--- config.mk ---
export PLATFORM = sky130hd
export DESIGN_NAME = jpe_dev_flat
export DESIGN_NICKNAME = d
export VERILOG_FILES = /design/src/jpe_pkg.sv /design/src/jpe_if.sv /design/src/jpe_dev.sv /design/src/flat_wrapper.sv
export VERILOG_INCLUDE_DIRS = /design/src /design/src/src
export SDC_FILE = /design/constraint.sdc
export NUM_CORES = 1
export LEC_CHECK = 0
export ABC_AREA = 1
export BUFFER_PORTS_ARGS = -buffer_cell sky130_fd_sc_hd__buf_2
export CORE_ASPECT_RATIO = 1.75
export CORE_MARGIN = 5
export CORE_UTILIZATION = 35
export DETAILED_ROUTE_END_ITERATION = 16
export SLEW_MARGIN = 10
export SYNTH_ARGS = -nofsm -noshare
export SYNTH_HDL_FRONTEND = slang
export SYNTH_SLANG_ARGS = --single-unit
--- constraint.sdc ---
create_clock -name pclk -period 2.34 [get_ports pclk]
set_clock_uncertainty 0.05 [all_clocks]
set_input_delay 0.351 -clock pclk [delete_from_list [all_inputs] [get_ports pclk]]
set_output_delay 0.351 -clock pclk [all_outputs]
set_load 0.03 [all_outputs]
--- src/jpe_cfg.svh ---
// Constants for the scan-port programming entry pair.
// Assumes inclusion by bare name from both ends and the package.
`ifndef JPE_CFG_SVH
`define JPE_CFG_SVH

// Instruction register
`define JPE_IR_W            4
`define JPE_IR_PART_RESET   4'hC
`define JPE_IR_PROG_ENTRY   4'h4
`define JPE_IR_BYPASS       4'hF
`define JPE_IR_CAPTURE      4'h1

// Data registers
`define JPE_SIG_W           16
`define JPE_SIG_EXPECT      16'h5A5A

// Disable-bit clear delay and core start-up delay, chip clocks
`define JPE_DIS_CLR_CYC     2'd2
`define JPE_STARTUP_CYC     16'h0010

// Synchroniser lanes on the device: tck, tms, tdi, ext reset
`define JPE_SYNC_W          4
`define JPE_LANE_TCK        0
`define JPE_LANE_TMS        1
`define JPE_LANE_TDI        2
`define JPE_LANE_RST        3

// Clock timing
`define JPE_CLK_NS          4
`define JPE_TCK_NS          128

// Programmer register map, byte addresses
`define JPE_OFF_CTRL        8'h00
`define JPE_OFF_TX          8'h04
`define JPE_OFF_RX          8'h08
`define JPE_OFF_STAT        8'h0C
`define JPE_CTRL_GO         31
`define JPE_CTRL_LEN_LSB    4
`define JPE_CTRL_LEN_MSB    8

// Tms sequences, sent lsb first
`define JPE_HEAD_PAT        10'h0DF
`define JPE_HEAD_LEN        6'd10
`define JPE_MID_PAT         10'h003
`define JPE_MID_LEN         6'd4
`define JPE_TAIL_PAT        10'h001
`define JPE_TAIL_LEN        6'd2

`endif

--- src/jpe_pkg.sv ---
// Types shared by both ends of the scan-port programming link.
// Assumes jpe_cfg.svh is on the include path.
`include "jpe_cfg.svh"

package jpe_pkg;

    typedef enum logic [15:0] {
        TAP_TLR   = 16'h0001,
        TAP_RTI   = 16'h0002,
        TAP_SELDR = 16'h0004,
        TAP_CAPDR = 16'h0008,
        TAP_SHDR  = 16'h0010,
        TAP_EX1DR = 16'h0020,
        TAP_PSDR  = 16'h0040,
        TAP_EX2DR = 16'h0080,
        TAP_UPDR  = 16'h0100,
        TAP_SELIR = 16'h0200,
        TAP_CAPIR = 16'h0400,
        TAP_SHIR  = 16'h0800,
        TAP_EX1IR = 16'h1000,
        TAP_PSIR  = 16'h2000,
        TAP_EX2IR = 16'h4000,
        TAP_UPIR  = 16'h8000
    } jpe_tap_t;

    typedef enum logic [5:0] {
        PH_IDLE = 6'h01,
        PH_HEAD = 6'h02,
        PH_IR   = 6'h04,
        PH_MID  = 6'h08,
        PH_DR   = 6'h10,
        PH_TAIL = 6'h20
    } jpe_phase_t;

    typedef struct packed {
        logic [`JPE_SYNC_W-1:0] s1;
        logic [`JPE_SYNC_W-1:0] s2;
        logic [`JPE_SYNC_W-1:0] s3;
        logic [`JPE_SYNC_W-1:0] f;
        jpe_tap_t               tap;
        logic [`JPE_IR_W-1:0]   ir;
        logic [`JPE_IR_W-1:0]   irsh;
        logic                   byp;
        logic                   rst_chain;
        logic [`JPE_SIG_W-1:0]  sig;
        logic                   prog;
        logic                   dis;
        logic [1:0]             dis_cnt;
        logic                   core_rst;
        logic [15:0]            su_cnt;
        logic                   tdo;
        logic                   tdo_oe;
    } jpe_dev_st_t;

    typedef struct packed {
        logic [2:0]  s;
        logic        tdo_f;
        jpe_phase_t  ph;
        logic [5:0]  cnt;
        logic [9:0]  pat;
        logic [3:0]  ir;
        logic [4:0]  len;
        logic [31:0] tx;
        logic [31:0] rx;
        logic        go;
        logic [7:0]  div;
        logic        tck;
        logic        tms;
        logic        tdi;
        logic [31:0] prdata;
        logic        pready;
        logic        pslverr;
    } jpe_prog_st_t;

endpackage : jpe_pkg

--- src/jpe_if.sv ---
// Four-wire scan link between the programmer and the device.
// Assumes a pull-up on tdo: a reader takes tdo_oe low as a high level.
`timescale 1ns/1ns

interface jpe_if;
    logic tck;
    logic tms;
    logic tdi;
    logic tdo;
    logic tdo_oe;

    modport dev (
        input  tck,
        input  tms,
        input  tdi,
        output tdo,
        output tdo_oe
    );

    modport prog (
        output tck,
        output tms,
        output tdi,
        input  tdo,
        input  tdo_oe
    );
endinterface : jpe_if

--- src/jpe_dev.sv ---
// Device end: test access port with part-reset and program-entry chains.
// Assumes pclk is far faster than tck; all link pins are sampled on pclk.
`timescale 1ns/1ns
`include "jpe_cfg.svh"

// Summary of operation
// - Programmer needs only the four link pins
// - Port works only with fuse set, disable clear
// - Reset low clears disable bit after two clocks
// - Reset re-enable unusable for scan or debug
// - Programmer keeps tck below chip frequency
// - All chains shift lsb in and out first
// - Instruction register is four bits wide
// - Loaded instruction picks the data chain
// - Run-Test/Idle makes clocks; also parking state; here it only parks
// - Code 0xC selects one-bit reset chain
// - Part reset leaves the test port alone
// - Reset chain shifts in Shift-DR on tck
// - Code 0x4 selects sixteen-bit signature chain
// - Signature shifted in through tdi in Shift-DR
// - Update-DR enters programming only on match
// - Reset chain acts as reset pin, with timeout
// - Programmer resets part before programming entry
module jpe_dev #(
    parameter logic [15:0]           STARTUP_CYC = `JPE_STARTUP_CYC,
    parameter logic [`JPE_SIG_W-1:0] SIG_EXPECT  = `JPE_SIG_EXPECT
) (
    // Clock and reset
    input  wire logic pclk,
    input  wire logic presetn,
    // Link
    jpe_if.dev        link,
    // Core side
    input  wire logic scan_port_enable_fuse,
    input  wire logic ext_reset_n,
    input  wire logic disable_set,
    output logic      scan_port_disable_bit,
    output logic      core_reset,
    output logic      prog_mode
);

    function automatic jpe_pkg::jpe_tap_t tap_next(
        input jpe_pkg::jpe_tap_t st,
        input logic              tms
    );
        case (st)
            jpe_pkg::TAP_TLR:   tap_next = tms ? jpe_pkg::TAP_TLR   : jpe_pkg::TAP_RTI;
            jpe_pkg::TAP_RTI:   tap_next = tms ? jpe_pkg::TAP_SELDR : jpe_pkg::TAP_RTI;
            jpe_pkg::TAP_SELDR: tap_next = tms ? jpe_pkg::TAP_SELIR : jpe_pkg::TAP_CAPDR;
            jpe_pkg::TAP_CAPDR: tap_next = tms ? jpe_pkg::TAP_EX1DR : jpe_pkg::TAP_SHDR;
            jpe_pkg::TAP_SHDR:  tap_next = tms ? jpe_pkg::TAP_EX1DR : jpe_pkg::TAP_SHDR;
            jpe_pkg::TAP_EX1DR: tap_next = tms ? jpe_pkg::TAP_UPDR  : jpe_pkg::TAP_PSDR;
            jpe_pkg::TAP_PSDR:  tap_next = tms ? jpe_pkg::TAP_EX2DR : jpe_pkg::TAP_PSDR;
            jpe_pkg::TAP_EX2DR: tap_next = tms ? jpe_pkg::TAP_UPDR  : jpe_pkg::TAP_SHDR;
            jpe_pkg::TAP_UPDR:  tap_next = tms ? jpe_pkg::TAP_SELDR : jpe_pkg::TAP_RTI;
            jpe_pkg::TAP_SELIR: tap_next = tms ? jpe_pkg::TAP_TLR   : jpe_pkg::TAP_CAPIR;
            jpe_pkg::TAP_CAPIR: tap_next = tms ? jpe_pkg::TAP_EX1IR : jpe_pkg::TAP_SHIR;
            jpe_pkg::TAP_SHIR:  tap_next = tms ? jpe_pkg::TAP_EX1IR : jpe_pkg::TAP_SHIR;
            jpe_pkg::TAP_EX1IR: tap_next = tms ? jpe_pkg::TAP_UPIR  : jpe_pkg::TAP_PSIR;
            jpe_pkg::TAP_PSIR:  tap_next = tms ? jpe_pkg::TAP_EX2IR : jpe_pkg::TAP_PSIR;
            jpe_pkg::TAP_EX2IR: tap_next = tms ? jpe_pkg::TAP_UPIR  : jpe_pkg::TAP_SHIR;
            jpe_pkg::TAP_UPIR:  tap_next = tms ? jpe_pkg::TAP_SELDR : jpe_pkg::TAP_RTI;
            default:            tap_next = jpe_pkg::TAP_TLR;
        endcase
    endfunction : tap_next

    // Serial output of the chain picked by the instruction
    function automatic logic dr_out(input jpe_pkg::jpe_dev_st_t s);
        if (s.ir == `JPE_IR_PART_RESET) begin
            dr_out = s.rst_chain;
        end else if (s.ir == `JPE_IR_PROG_ENTRY) begin
            dr_out = s.sig[0];
        end else begin
            dr_out = s.byp;
        end
    endfunction : dr_out

    localparam jpe_pkg::jpe_dev_st_t RST_ST = '{
        s1:        '0,
        s2:        '0,
        s3:        '0,
        f:         '0,
        tap:       jpe_pkg::TAP_TLR,
        ir:        `JPE_IR_BYPASS,
        irsh:      `JPE_IR_BYPASS,
        byp:       1'b0,
        rst_chain: 1'b0,
        sig:       '0,
        prog:      1'b0,
        dis:       1'b0,
        dis_cnt:   2'd0,
        core_rst:  1'b1,
        su_cnt:    STARTUP_CYC,
        tdo:       1'b0,
        tdo_oe:    1'b0
    };

    jpe_pkg::jpe_dev_st_t q;
    jpe_pkg::jpe_dev_st_t d;

    logic tck_rise;
    logic tck_fall;
    logic tms_v;
    logic tdi_v;
    logic ext_low;
    logic port_en;
    logic rst_hold;

    always_comb begin
        d = q;
        // Three-stage sync; a level counts once stages two and three agree
        d.s1 = {ext_reset_n, link.tdi, link.tms, link.tck};
        d.s2 = q.s1;
        d.s3 = q.s2;
        for (int i = 0; i < `JPE_SYNC_W; i++) begin
            if (q.s2[i] == q.s3[i]) begin
                d.f[i] = q.s3[i];
            end
        end
        tck_rise = !q.f[`JPE_LANE_TCK] && d.f[`JPE_LANE_TCK];
        tck_fall = q.f[`JPE_LANE_TCK] && !d.f[`JPE_LANE_TCK];
        tms_v    = d.f[`JPE_LANE_TMS];
        tdi_v    = d.f[`JPE_LANE_TDI];
        ext_low  = !d.f[`JPE_LANE_RST];

        // Disable bit: reset pin low clears it after two chip clocks
        if (q.dis && ext_low) begin
            if (q.dis_cnt == `JPE_DIS_CLR_CYC - 2'd1) begin
                d.dis     = 1'b0;
                d.dis_cnt = 2'd0;
            end else begin
                d.dis_cnt = q.dis_cnt + 2'd1;
            end
        end else begin
            d.dis_cnt = 2'd0;
        end
        if (disable_set) begin
            d.dis = 1'b1;
        end

        port_en = scan_port_enable_fuse && !q.dis;

        if (!port_en) begin
            d.tap    = jpe_pkg::TAP_TLR;
            d.ir     = `JPE_IR_BYPASS;
            d.tdo_oe = 1'b0;
        end else if (tck_rise) begin
            case (q.tap)
                jpe_pkg::TAP_TLR: begin
                    d.ir = `JPE_IR_BYPASS;
                end
                jpe_pkg::TAP_CAPIR: begin
                    d.irsh = `JPE_IR_CAPTURE;
                end
                jpe_pkg::TAP_SHIR: begin
                    d.irsh = {tdi_v, q.irsh[`JPE_IR_W-1:1]};
                end
                jpe_pkg::TAP_UPIR: begin
                    d.ir = q.irsh;
                end
                jpe_pkg::TAP_CAPDR: begin
                    d.byp = 1'b0;
                end
                jpe_pkg::TAP_SHDR: begin
                    if (q.ir == `JPE_IR_PART_RESET) begin
                        d.rst_chain = tdi_v;
                    end else if (q.ir == `JPE_IR_PROG_ENTRY) begin
                        d.sig = {tdi_v, q.sig[`JPE_SIG_W-1:1]};
                    end else begin
                        d.byp = tdi_v;
                    end
                end
                jpe_pkg::TAP_UPDR: begin
                    if (q.ir == `JPE_IR_PROG_ENTRY) begin
                        d.prog = (q.sig == SIG_EXPECT);
                    end
                end
                default: begin
                end
            endcase
            // Run-Test/Idle is a plain parking state here
            d.tap = tap_next(q.tap, tms_v);
        end else if (tck_fall) begin
            d.tdo_oe = (q.tap == jpe_pkg::TAP_SHIR) || (q.tap == jpe_pkg::TAP_SHDR);
            if (q.tap == jpe_pkg::TAP_SHIR) begin
                d.tdo = q.irsh[0];
            end else begin
                d.tdo = dr_out(q);
            end
        end

        // Core reset: chain or pin, then start-up timeout; TAP untouched
        rst_hold = q.rst_chain || ext_low;
        if (rst_hold) begin
            d.core_rst = 1'b1;
            d.su_cnt   = STARTUP_CYC;
        end else if (q.su_cnt != 16'h0000) begin
            d.su_cnt = q.su_cnt - 16'h0001;
        end else begin
            d.core_rst = 1'b0;
        end
    end

    always_ff @(posedge pclk or negedge presetn) begin
        if (!presetn) begin
            q <= RST_ST;
        end else begin
            q <= d;
        end
    end

    assign link.tdo              = q.tdo;
    assign link.tdo_oe           = q.tdo_oe;
    assign scan_port_disable_bit = q.dis;
    assign core_reset            = q.core_rst;
    assign prog_mode             = q.prog;

endmodule : jpe_dev

--- src/flat_wrapper.sv ---
// flat-port wrapper written by rule: the top's interface ports become plain ports
module jpe_dev_flat 
#(
    parameter logic [15:0]           STARTUP_CYC = `JPE_STARTUP_CYC,
    parameter logic [`JPE_SIG_W-1:0] SIG_EXPECT  = `JPE_SIG_EXPECT
)
  (pclk, presetn, scan_port_enable_fuse, ext_reset_n, disable_set, scan_port_disable_bit, core_reset, prog_mode, link_tck, link_tms, link_tdi, link_tdo, link_tdo_oe);
  jpe_if link_i ();
  input  wire logic pclk;
  input  wire logic presetn;
  input  wire logic scan_port_enable_fuse;
  input  wire logic ext_reset_n;
  input  wire logic disable_set;
  output logic scan_port_disable_bit;
  output logic core_reset;
  output logic prog_mode;
  input wire logic [$bits(link_i.tck)-1:0] link_tck;
  input wire logic [$bits(link_i.tms)-1:0] link_tms;
  input wire logic [$bits(link_i.tdi)-1:0] link_tdi;
  output wire logic [$bits(link_i.tdo)-1:0] link_tdo;
  output wire logic [$bits(link_i.tdo_oe)-1:0] link_tdo_oe;
  assign link_i.tck = link_tck;
  assign link_i.tms = link_tms;
  assign link_i.tdi = link_tdi;
  assign link_tdo = link_i.tdo;
  assign link_tdo_oe = link_i.tdo_oe;
  jpe_dev #(.STARTUP_CYC(STARTUP_CYC), .SIG_EXPECT(SIG_EXPECT)) u_core (.pclk(pclk), .presetn(presetn), .link(link_i), .scan_port_enable_fuse(scan_port_enable_fuse), .ext_reset_n(ext_reset_n), .disable_set(disable_set), .scan_port_disable_bit(scan_port_disable_bit), .core_reset(core_reset), .prog_mode(prog_mode));
endmodule
Word level (Yosys, flattened, before mapping)
Cells that the tools add are included.
{"block": "totals", "register_bits": 81, "out_inout_bits": 5}
{"block": "classes", "mux": 44, "add_sub_neg": 2, "n_eq_ne": 31, "n_reduce_logical": 28, "bitwise_logic": 2}
{"operator": "$pmux W16 S12", "count": 1}
{"operator": "$mux W16", "count": 5}
{"operator": "$mux W43", "count": 1}
{"operator": "$mux W17", "count": 2}
{"operator": "$eq A16 B15 Y1 const B", "count": 2}
{"operator": "$mux W20", "count": 1}
{"operator": "$mux W1", "count": 19}
{"operator": "$mux W9", "count": 2}
{"operator": "$eq A16 B1 Y1 const B", "count": 1}
{"operator": "$eq A16 B10 Y1 const B", "count": 1}
{"operator": "$eq A16 B11 Y1 const B", "count": 1}
{"operator": "$eq A16 B12 Y1 const B", "count": 1}
{"operator": "$eq A16 B13 Y1 const B", "count": 1}
{"operator": "$eq A16 B14 Y1 const B", "count": 1}
{"operator": "$eq A16 B16 Y1 const B", "count": 1}
{"operator": "$eq A16 B2 Y1 const B", "count": 1}
{"operator": "$eq A16 B3 Y1 const B", "count": 1}
{"operator": "$eq A16 B4 Y1 const B", "count": 1}
{"operator": "$eq A16 B5 Y1 const B", "count": 1}
{"operator": "$eq A16 B6 Y1 const B", "count": 1}
{"operator": "$eq A16 B7 Y1 const B", "count": 1}
{"operator": "$eq A16 B8 Y1 const B", "count": 1}
{"operator": "$eq A16 B9 Y1 const B", "count": 1}
{"operator": "$pmux W4 S2", "count": 2}
{"operator": "other kinds (30)", "count": 57}

Longest topological paths before layout
Gate-level depths: netlist (run 1).
{"block": "depth", "word_depth": 7, "ltp_mapped": 11, "depth_no_buf": 11}

Least setup slack after synthesis (run 1)
No wires, ideal clock.
{"block": "synth_timing", "path_kind": "register to register", "from": "register u_core.q, in the netlist u_core.scan_port_disable_bit", "to": "register u_core.q[41] (netlist name)", "path_stages_with_launch": 9, "setup_ns": 0.076, "setup_slack_ns": 0.706, "period_less_slack_ns": 1.634, "t_arrival_ns": 1.508, "path_buffers": 1, "cell_sequence": "dfrtp_1 -> or2_1 -> buf_6 -> nor2_4 -> inv_2 -> nor2_4 -> nand3_1 -> o21ai_1 -> inv_1"}
{"block": "synth_between", "elab_chain_len": 3}
{"item": "from (decl)", "line": "jpe_dev.sv:98", "text": "jpe_pkg::jpe_dev_st_t q;"}
{"item": "from (signal assigned)", "line": "jpe_dev.sv:206", "text": "q <= RST_ST;"}
{"item": "from (signal assigned)", "line": "jpe_dev.sv:208", "text": "q <= d;"}
{"item": "$logic_not A1 Y1", "line": "jpe_dev.sv:141", "text": "port_en = scan_port_enable_fuse && !q.dis;"}
{"item": "$logic_and A1 B1 Y1", "line": "jpe_dev.sv:141"}
{"item": "$reduce_and A3 Y1 (no source line)"}
No other way between the ends.
A chain may end at the register's enable or synchronous reset.

Final worst setup path (run 1)
{"block": "layout_timing", "from": "register u_core.q[57] (netlist name)", "to": "register u_core.q[24] (netlist name)"}
{"block": "layout_between", "elab_chain_len": 2}
{"item": "$eq A16 B5 Y1", "line": "jpe_dev.sv:148", "text": "case (q.tap)"}
{"item": "$reduce_and A5 Y1 (no source line)"}
No other way between the ends.

==> flow_summary.json, run 1 <==
{
  "synth-seq-cells": 81,
  "grt.overflow.total": 0,
  "leakagePower_uw": 0.00210,
  "nFillCells": 1086,
  "power_frac_comb": 0.193,
  "drive_gt1_frac": 0.161,
  "finalNetCount": 489,
  "swShare": 0.289,
  "drc": 0,
  "syn_nets": 470,
  "slew_viol_final": 0,
  "area_growth_pct": 13.3,
  "max_cap_viol_count": 0,
  "critPathKind": "reg2reg",
  "cp_slowest_stage_delay_ns": 0.41,
  "post-place-cells": 600,
  "cts-root-buf": "clkbuf_16",
  "synth_top_family_by_area": "simple AND/OR/NAND/NOR gates",
  "wirelength_um": 8010,
  "layout_common_cells": "nand2_1 (82), dfrtp_1 (70), inv_1 (65), nor2_1 (61), nand3_1 (24)",
  "finalSetupTns_ns": 0,
  "hold_viol_final": 0,
  "tightest_slew_ns": 0.560,
  "synthMuxAreaShare": 0,
  "dieWidth_um": 90.8,
  "yosys.area_share.simple": 0.272,
  "coreArea_um2": 11200,
  "clockPowerShare": 0.391,
  "io_buffers": 12,
  "final_area_um2": 4530,
  "die_height_um": 151,
  "dpl.hpwl_um": 6040,
  "slowest_stage": "dfrtp_1",
  "syn_inst": 461,
  "numCtsBuffers": 9,
  "grt_pass1_wl_um": 13800,
  "placed_cell_area_um2": 4190,
  "crit_chain": "nor2_1 -> nand2_1 -> nor2_2 -> nand3b_1 -> inv_2 -> nand3_4 -> nand2_1 -> o21ai_2",
  "hold_slack_ns": 0.0712,
  "power_frac_seq": 0.416,
  "num_vias": 3026,
  "grt_max_degree": 44,
  "diodes": 0,
  "hp-class": "in2reg",
  "path_clk_slew_ns": 0.06,
  "cts_tree": "yes",
  "ctsResizeCount": 0,
  "syn_avg_cell_area_um2": 8.67,
  "relSlewSlack": 0.627,
  "internal_power_uw": 2810,
  "max_freq_ghz": 0.531,
  "min_period_ns": 1.88,
  "worst_setup_path_start_kind": "register",
  "peakVddDrop_uv": 605,
  "rsz0062_at_grt": "no",
  "cts_setup_buffers": 0,
  "antenna_found_initial": 0,
  "synth-xor-area-share": 0.0219,
  "drt-initial-drc-count": 173,
  "crit_fanout": 32,
  "pin_count": 13,
  "place_congestion": 0.936,
  "setup_viol": 0,
  "power_density_nw_per_um2": 871,
  "cp-end-kind": "register",
  "h-tree-depth": 3,
  "clock_sinks": 81,
  "viasPerCell": 4.90,
  "yosysSeqAreaShare": 0.511,
  "num_rows": 51,
  "synth-compound-area-share": 0.109,
  "syn_area_um2": 4000,
  "clk_latency_ns": 0.33,
  "first_global_vias": 3108,
  "die_area_um2": 13700,
  "drt_first_pass_iters": 4,
  "finalNonFillerCells": 617,
  "required_ns": 2.50,
  "p_switching_uw": 1140,
  "wire_per_inst_um": 13.0,
  "synth.distinct_cells": 39,
  "antenna_left": 0,
  "status": "completed",
  "yosys.area_share.adder": 0.00564,
  "start_util": 0.358,
  "yosysWarnings": 0,
  "arrival_ns": 2.04,
  "track_usage": 0.126,
  "critPathMostFrequentCell": "nand2_1",
  "final_common_cell": "nand2_1",
  "cts_buffer_depth": 2,
  "fin_crit_sh": 0.804
}
-- metal layers --
layer  global-route usage  share of wire  up-vias
met5                    0              0        -
met4               0.0849          0.050        0
met3               0.0268          0.031       27
met2                0.222           0.52       50
met1                0.134           0.40     1418
li1                     -              -     1531
-- cell type report --
cell class / count / area, µm² / share of cell area
flip-flops and latches: 81 / 2040 / 0.451
inverters: 68 / 255 / 0.0564
well taps: 132 / 165 / 0.0365
multi-input cells: 305 / 1630 / 0.361
repair buffers: 15 / 100 / 0.0221
clock buffers: 12 / 256 / 0.0567
clock inverters: 4 / 75.1 / 0.0166
-- stage by stage --
stage | total power (µW) | utilization | setup slack [ns]
2_1_floorplan | 2230 | - | 0.706
3_3_place_gp | 2420 | 0.375 | 0.486
3_5_place_dp | 2420 | 0.375 | 0.451
4_1_cts | 4000 | 0.405 | 0.434
5_1_grt | 4190 | 0.405 | 0.223
6_report | 3940 | 0.405 | 0.458
-- final timing paths --
check | slack, ns | endpoint | cells after the start | start
min reg2reg | 0.30 | u_core.d[69] | 0 | u_core.d[73]
max reg2reg | 0.46 | u_core.q[24] | 8 | u_core.q[57]
min | 0.07 | u_core.d[73] | 1 | link_tck
min in group asynchronous | 0.51 | u_core.q[51] | 2 | presetn
max | 0.46 | u_core.q[24] | 8 | u_core.q[57]
max in group asynchronous | 1.07 | u_core.q[43] | 3 | presetn
-- flip-flops by register name, summed over array words and instances (netlist names) --
name and count:
u_core.prog_mode 1, u_core.link.tdo 1, u_core.scan_port_disable_bit 1, u_core.q 68, u_core.link.tdo_oe 1, u_core.d 8, u_core.core_reset 1
-- power groups by stage --
| stage | registers (µW) | logic, µW | clock network [µW] |
|---|---|---|---|
| 2_1_floorplan | 1660 | 578 | 0 |
| 3_3_place_gp | 1660 | 754 | 0 |
| 3_5_place_dp | 1660 | 760 | 0 |
| 4_1_cts | 1640 | 767 | 1590 |
| 5_1_grt | 1660 | 884 | 1650 |
| 6_report | 1640 | 759 | 1540 |
-- cell families after synthesis --
logic type,after synthesis
DFF,81
AOI/OAI and AO/OA,69
and+or+nand+nor,224
adders and majority gates,2
buffers and inverters,75
xor gates and xnor gates,10
-- synthesized netlist by cell type --
cell type	number	area [µm²]
xor2_1	4	35.0
nor4_1	5	31.3
o22ai_1	7	43.8
nand3_4	3	52.6
nand3_1	24	120
inv_2	3	11.3
o2111ai_1	1	8.76
nand4_1	5	31.3
nor3b_1	2	15.0
ha_1	1	12.5
or2_1	1	6.26
o211ai_1	1	7.51
a31oi_4	1	21.3
nor2_1	61	229
buf_6	5	56.3
o21ai_0	19	95.1
xnor2_1	6	52.6
a21oi_1	10	50.1
nor2_8	2	40.0
a21o_1	3	22.5
nand2_2	5	31.3
dfstp_2	11	289
nand2_1	82	308
clkbuf_1	1	3.75
nor2_2	4	25.0
maj3_1	1	10.0
a21oi_2	1	8.76
o21a_1	1	7.51
o21ai_1	11	55.1
inv_1	65	244
nor3_1	18	90.1
dfrtp_1	70	1750
o31ai_1	2	15.0
a31oi_1	2	12.5
or2_2	3	18.8
nor2_4	6	67.6
buf_2	1	5.00
nand3b_1	3	22.5
o21ai_2	10	87.6
-- worst max-delay path, delay by kind of cell (launching register included) --
kind | cells | cell delay (ns)
flip-flops | 1 | 0.41
buffers and inverters | 1 | 0.13
AO/OA/AOI/OAI | 1 | 0.07
AND/OR/NAND/NOR | 6 | 1.10
-- what timing repair did --
action	in CTS	in global routing
hold buffers	1	0
hold endpoints to repair	39	0
endpoints found under the setup margin	0	0
Note: power is estimated with default switching activity, not from simulation.
==> run 2: changes to the inputs <==
==> constraint.sdc (replaced) <==
create_clock -name pclk -period 1.6 [get_ports pclk]
set_clock_uncertainty 0.05 [all_clocks]
set_input_delay 0.24 -clock pclk [delete_from_list [all_inputs] [get_ports pclk]]
set_output_delay 0.24 -clock pclk [all_outputs]
set_load 0.03 [all_outputs]
==> run 2 against run 1 <==
- wire length is 15% higher
- die area stayed put
- worst hold slack worse by 0.023 ns
- largest cell class unchanged
- sequential cell count stayed put
- via count is 10% higher
- fmax is 18% higher
- cell count is 9.7% higher
- utilization is 5.6 points higher
- cell area is 14% higher
- non-clock buffer count is 59 higher
- first-iteration DRC count is 35% lower
==> flow_summary.json, run 2 (synthesis gave the netlist of run 1 again) <==
{
  "status": "completed",
  "h-tree-depth": 3,
  "grt_max_degree": 36,
  "arrival_ns": 1.80,
  "diodes": 0,
  "drt-initial-drc-count": 112,
  "slowest_stage": "dfrtp_1",
  "num_vias": 3336,
  "antenna_found_initial": 0,
  "dp_slack_ns": -0.181,
  "nFillCells": 1074,
  "viasPerCell": 4.93,
  "regMostFlops": "u_core.q",
  "drc": 0,
  "peakVddDrop_uv": 793,
  "fin_crit_sh": 1.00,
  "wire_per_inst_um": 13.6,
  "final_util": 0.461,
  "layout_common_cells": "nand2_1 (74), dfrtp_1 (69), inv_1 (59), buf_4 (53), nor2_1 (51)",
  "crit_chain": "nor2_4 -> nand2_4 -> nor2_8 -> nand3_4 -> a31oi_4 -> o21ai_1 -> o21ai_0",
  "clock_sinks": 81,
  "hold_viol_final": 0,
  "finalNetCount": 549,
  "path_clk_slew_ns": 0.06,
  "cts_buffer_depth": 2,
  "num_rows": 51,
  "clk_latency_ns": 0.34,
  "place_congestion": 0.890,
  "final_common_cell": "nand2_1",
  "grt_pass1_wl_um": 15900,
  "drive_gt1_frac": 0.310,
  "grt.overflow.total": 0,
  "crit_fanout": 7,
  "die_area_um2": 13700,
  "die_height_um": 151,
  "max_freq_ghz": 0.625,
  "rsz0062_at_grt": "yes",
  "antenna_left": 0,
  "setup_viol": 0,
  "power_density_nw_per_um2": 1130,
  "dpl.hpwl_um": 6970,
  "area_growth_pct": 28.8,
  "numCtsBuffers": 9,
  "drt_first_pass_iters": 4,
  "max_cap_viol_count": 0,
  "cp_slowest_stage_delay_ns": 0.42,
  "tightest_slew_ns": 0.493,
  "relSlewSlack": 0.671,
  "critPathKind": "reg2reg",
  "required_ns": 1.80,
  "first_global_vias": 3479,
  "coreArea_um2": 11200,
  "min_period_ns": 1.60,
  "finalSetupTns_ns": 0,
  "hp-class": "in2reg",
  "cts_tree": "yes",
  "start_util": 0.358,
  "wirelength_um": 9190,
  "fin_ws_ns": 0.000138,
  "worst_setup_path_start_kind": "register",
  "io_buffers": 12,
  "slew_viol_final": 0,
  "dieWidth_um": 90.8,
  "leakagePower_uw": 0.00242,
  "hold_slack_ns": 0.0479,
  "cts-root-buf": "clkbuf_16",
  "track_usage": 0.146,
  "cp-end-kind": "register",
  "pin_count": 13,
  "largest_reg_flops": 68
}
==> run 2: area by class of cell <==
type / instances / area, µm² / area share
inverter: 68 / 255 / 0.0496
sequential: 81 / 2040 / 0.397
clock buffer: 13 / 270 / 0.0525
timing repair buffer: 74 / 603 / 0.117
tap: 132 / 165 / 0.0321
multi-input combinational: 306 / 1790 / 0.347
clock inverter: 3 / 23.8 / 0.00462
==> run 2: what timing repair did <==
item                       4_1_cts  5_1_grt
resized for setup               17       33
hold buffers                     5        0
cloned                           1        0
hold endpoints to repair        29        0
setup endpoints to repair       45       59
buffers inserted                 5        6
pin swaps                        9       14
==> run 2: per-stage QoR <==
stage / instances / instance area, µm² / total power (µW)
after floorplan: 461 / 4000 / 3270
after global placement: 644 / 4570 / 3670
after detailed placement: 644 / 4570 / 3690
after CTS: 671 / 5020 / 5760
after global routing: 677 / 5150 / 6180
final: 677 / 5150 / 5840
==> run 2: path summary, 6_finish.rpt <==
kind                            cells past startpoint         start  slack (ns)                            to
worst max register to register                      7  u_core.q[56]      0.0001                  u_core.q[45]
worst min-delay path                                2   disable_set        0.05  u_core.scan_port_disable_bit
worst max-delay path                                7  u_core.q[56]      0.0001                  u_core.q[45]
max in group asynchronous                           3       presetn        0.56             u_core.core_reset
worst min register to register                      0  u_core.d[74]        0.30                  u_core.d[70]
min in group asynchronous                           2       presetn        0.37                  u_core.q[66]
==> run 2: worst max-delay path, delay by kind of cell, from the launching register on <==
family          cells  cell delay (ns)
simple gates        4             0.61
flops               1             0.42
compound gates      3             0.43
==> run 2: metal layers <==
metal,global-route usage,routed length [µm]
met4,0.0872,420
met3,0.0278,218
met2,0.273,5040
met1,0.148,3500
met5,0,0
==> run 2: power by group <==
group          switching, µW  leakage (µW)  internal (µW)
clock network            815      0.000138           1180
logic                    858       0.00123            569
registers                154       0.00104           2250
total                   1830       0.00242           4010
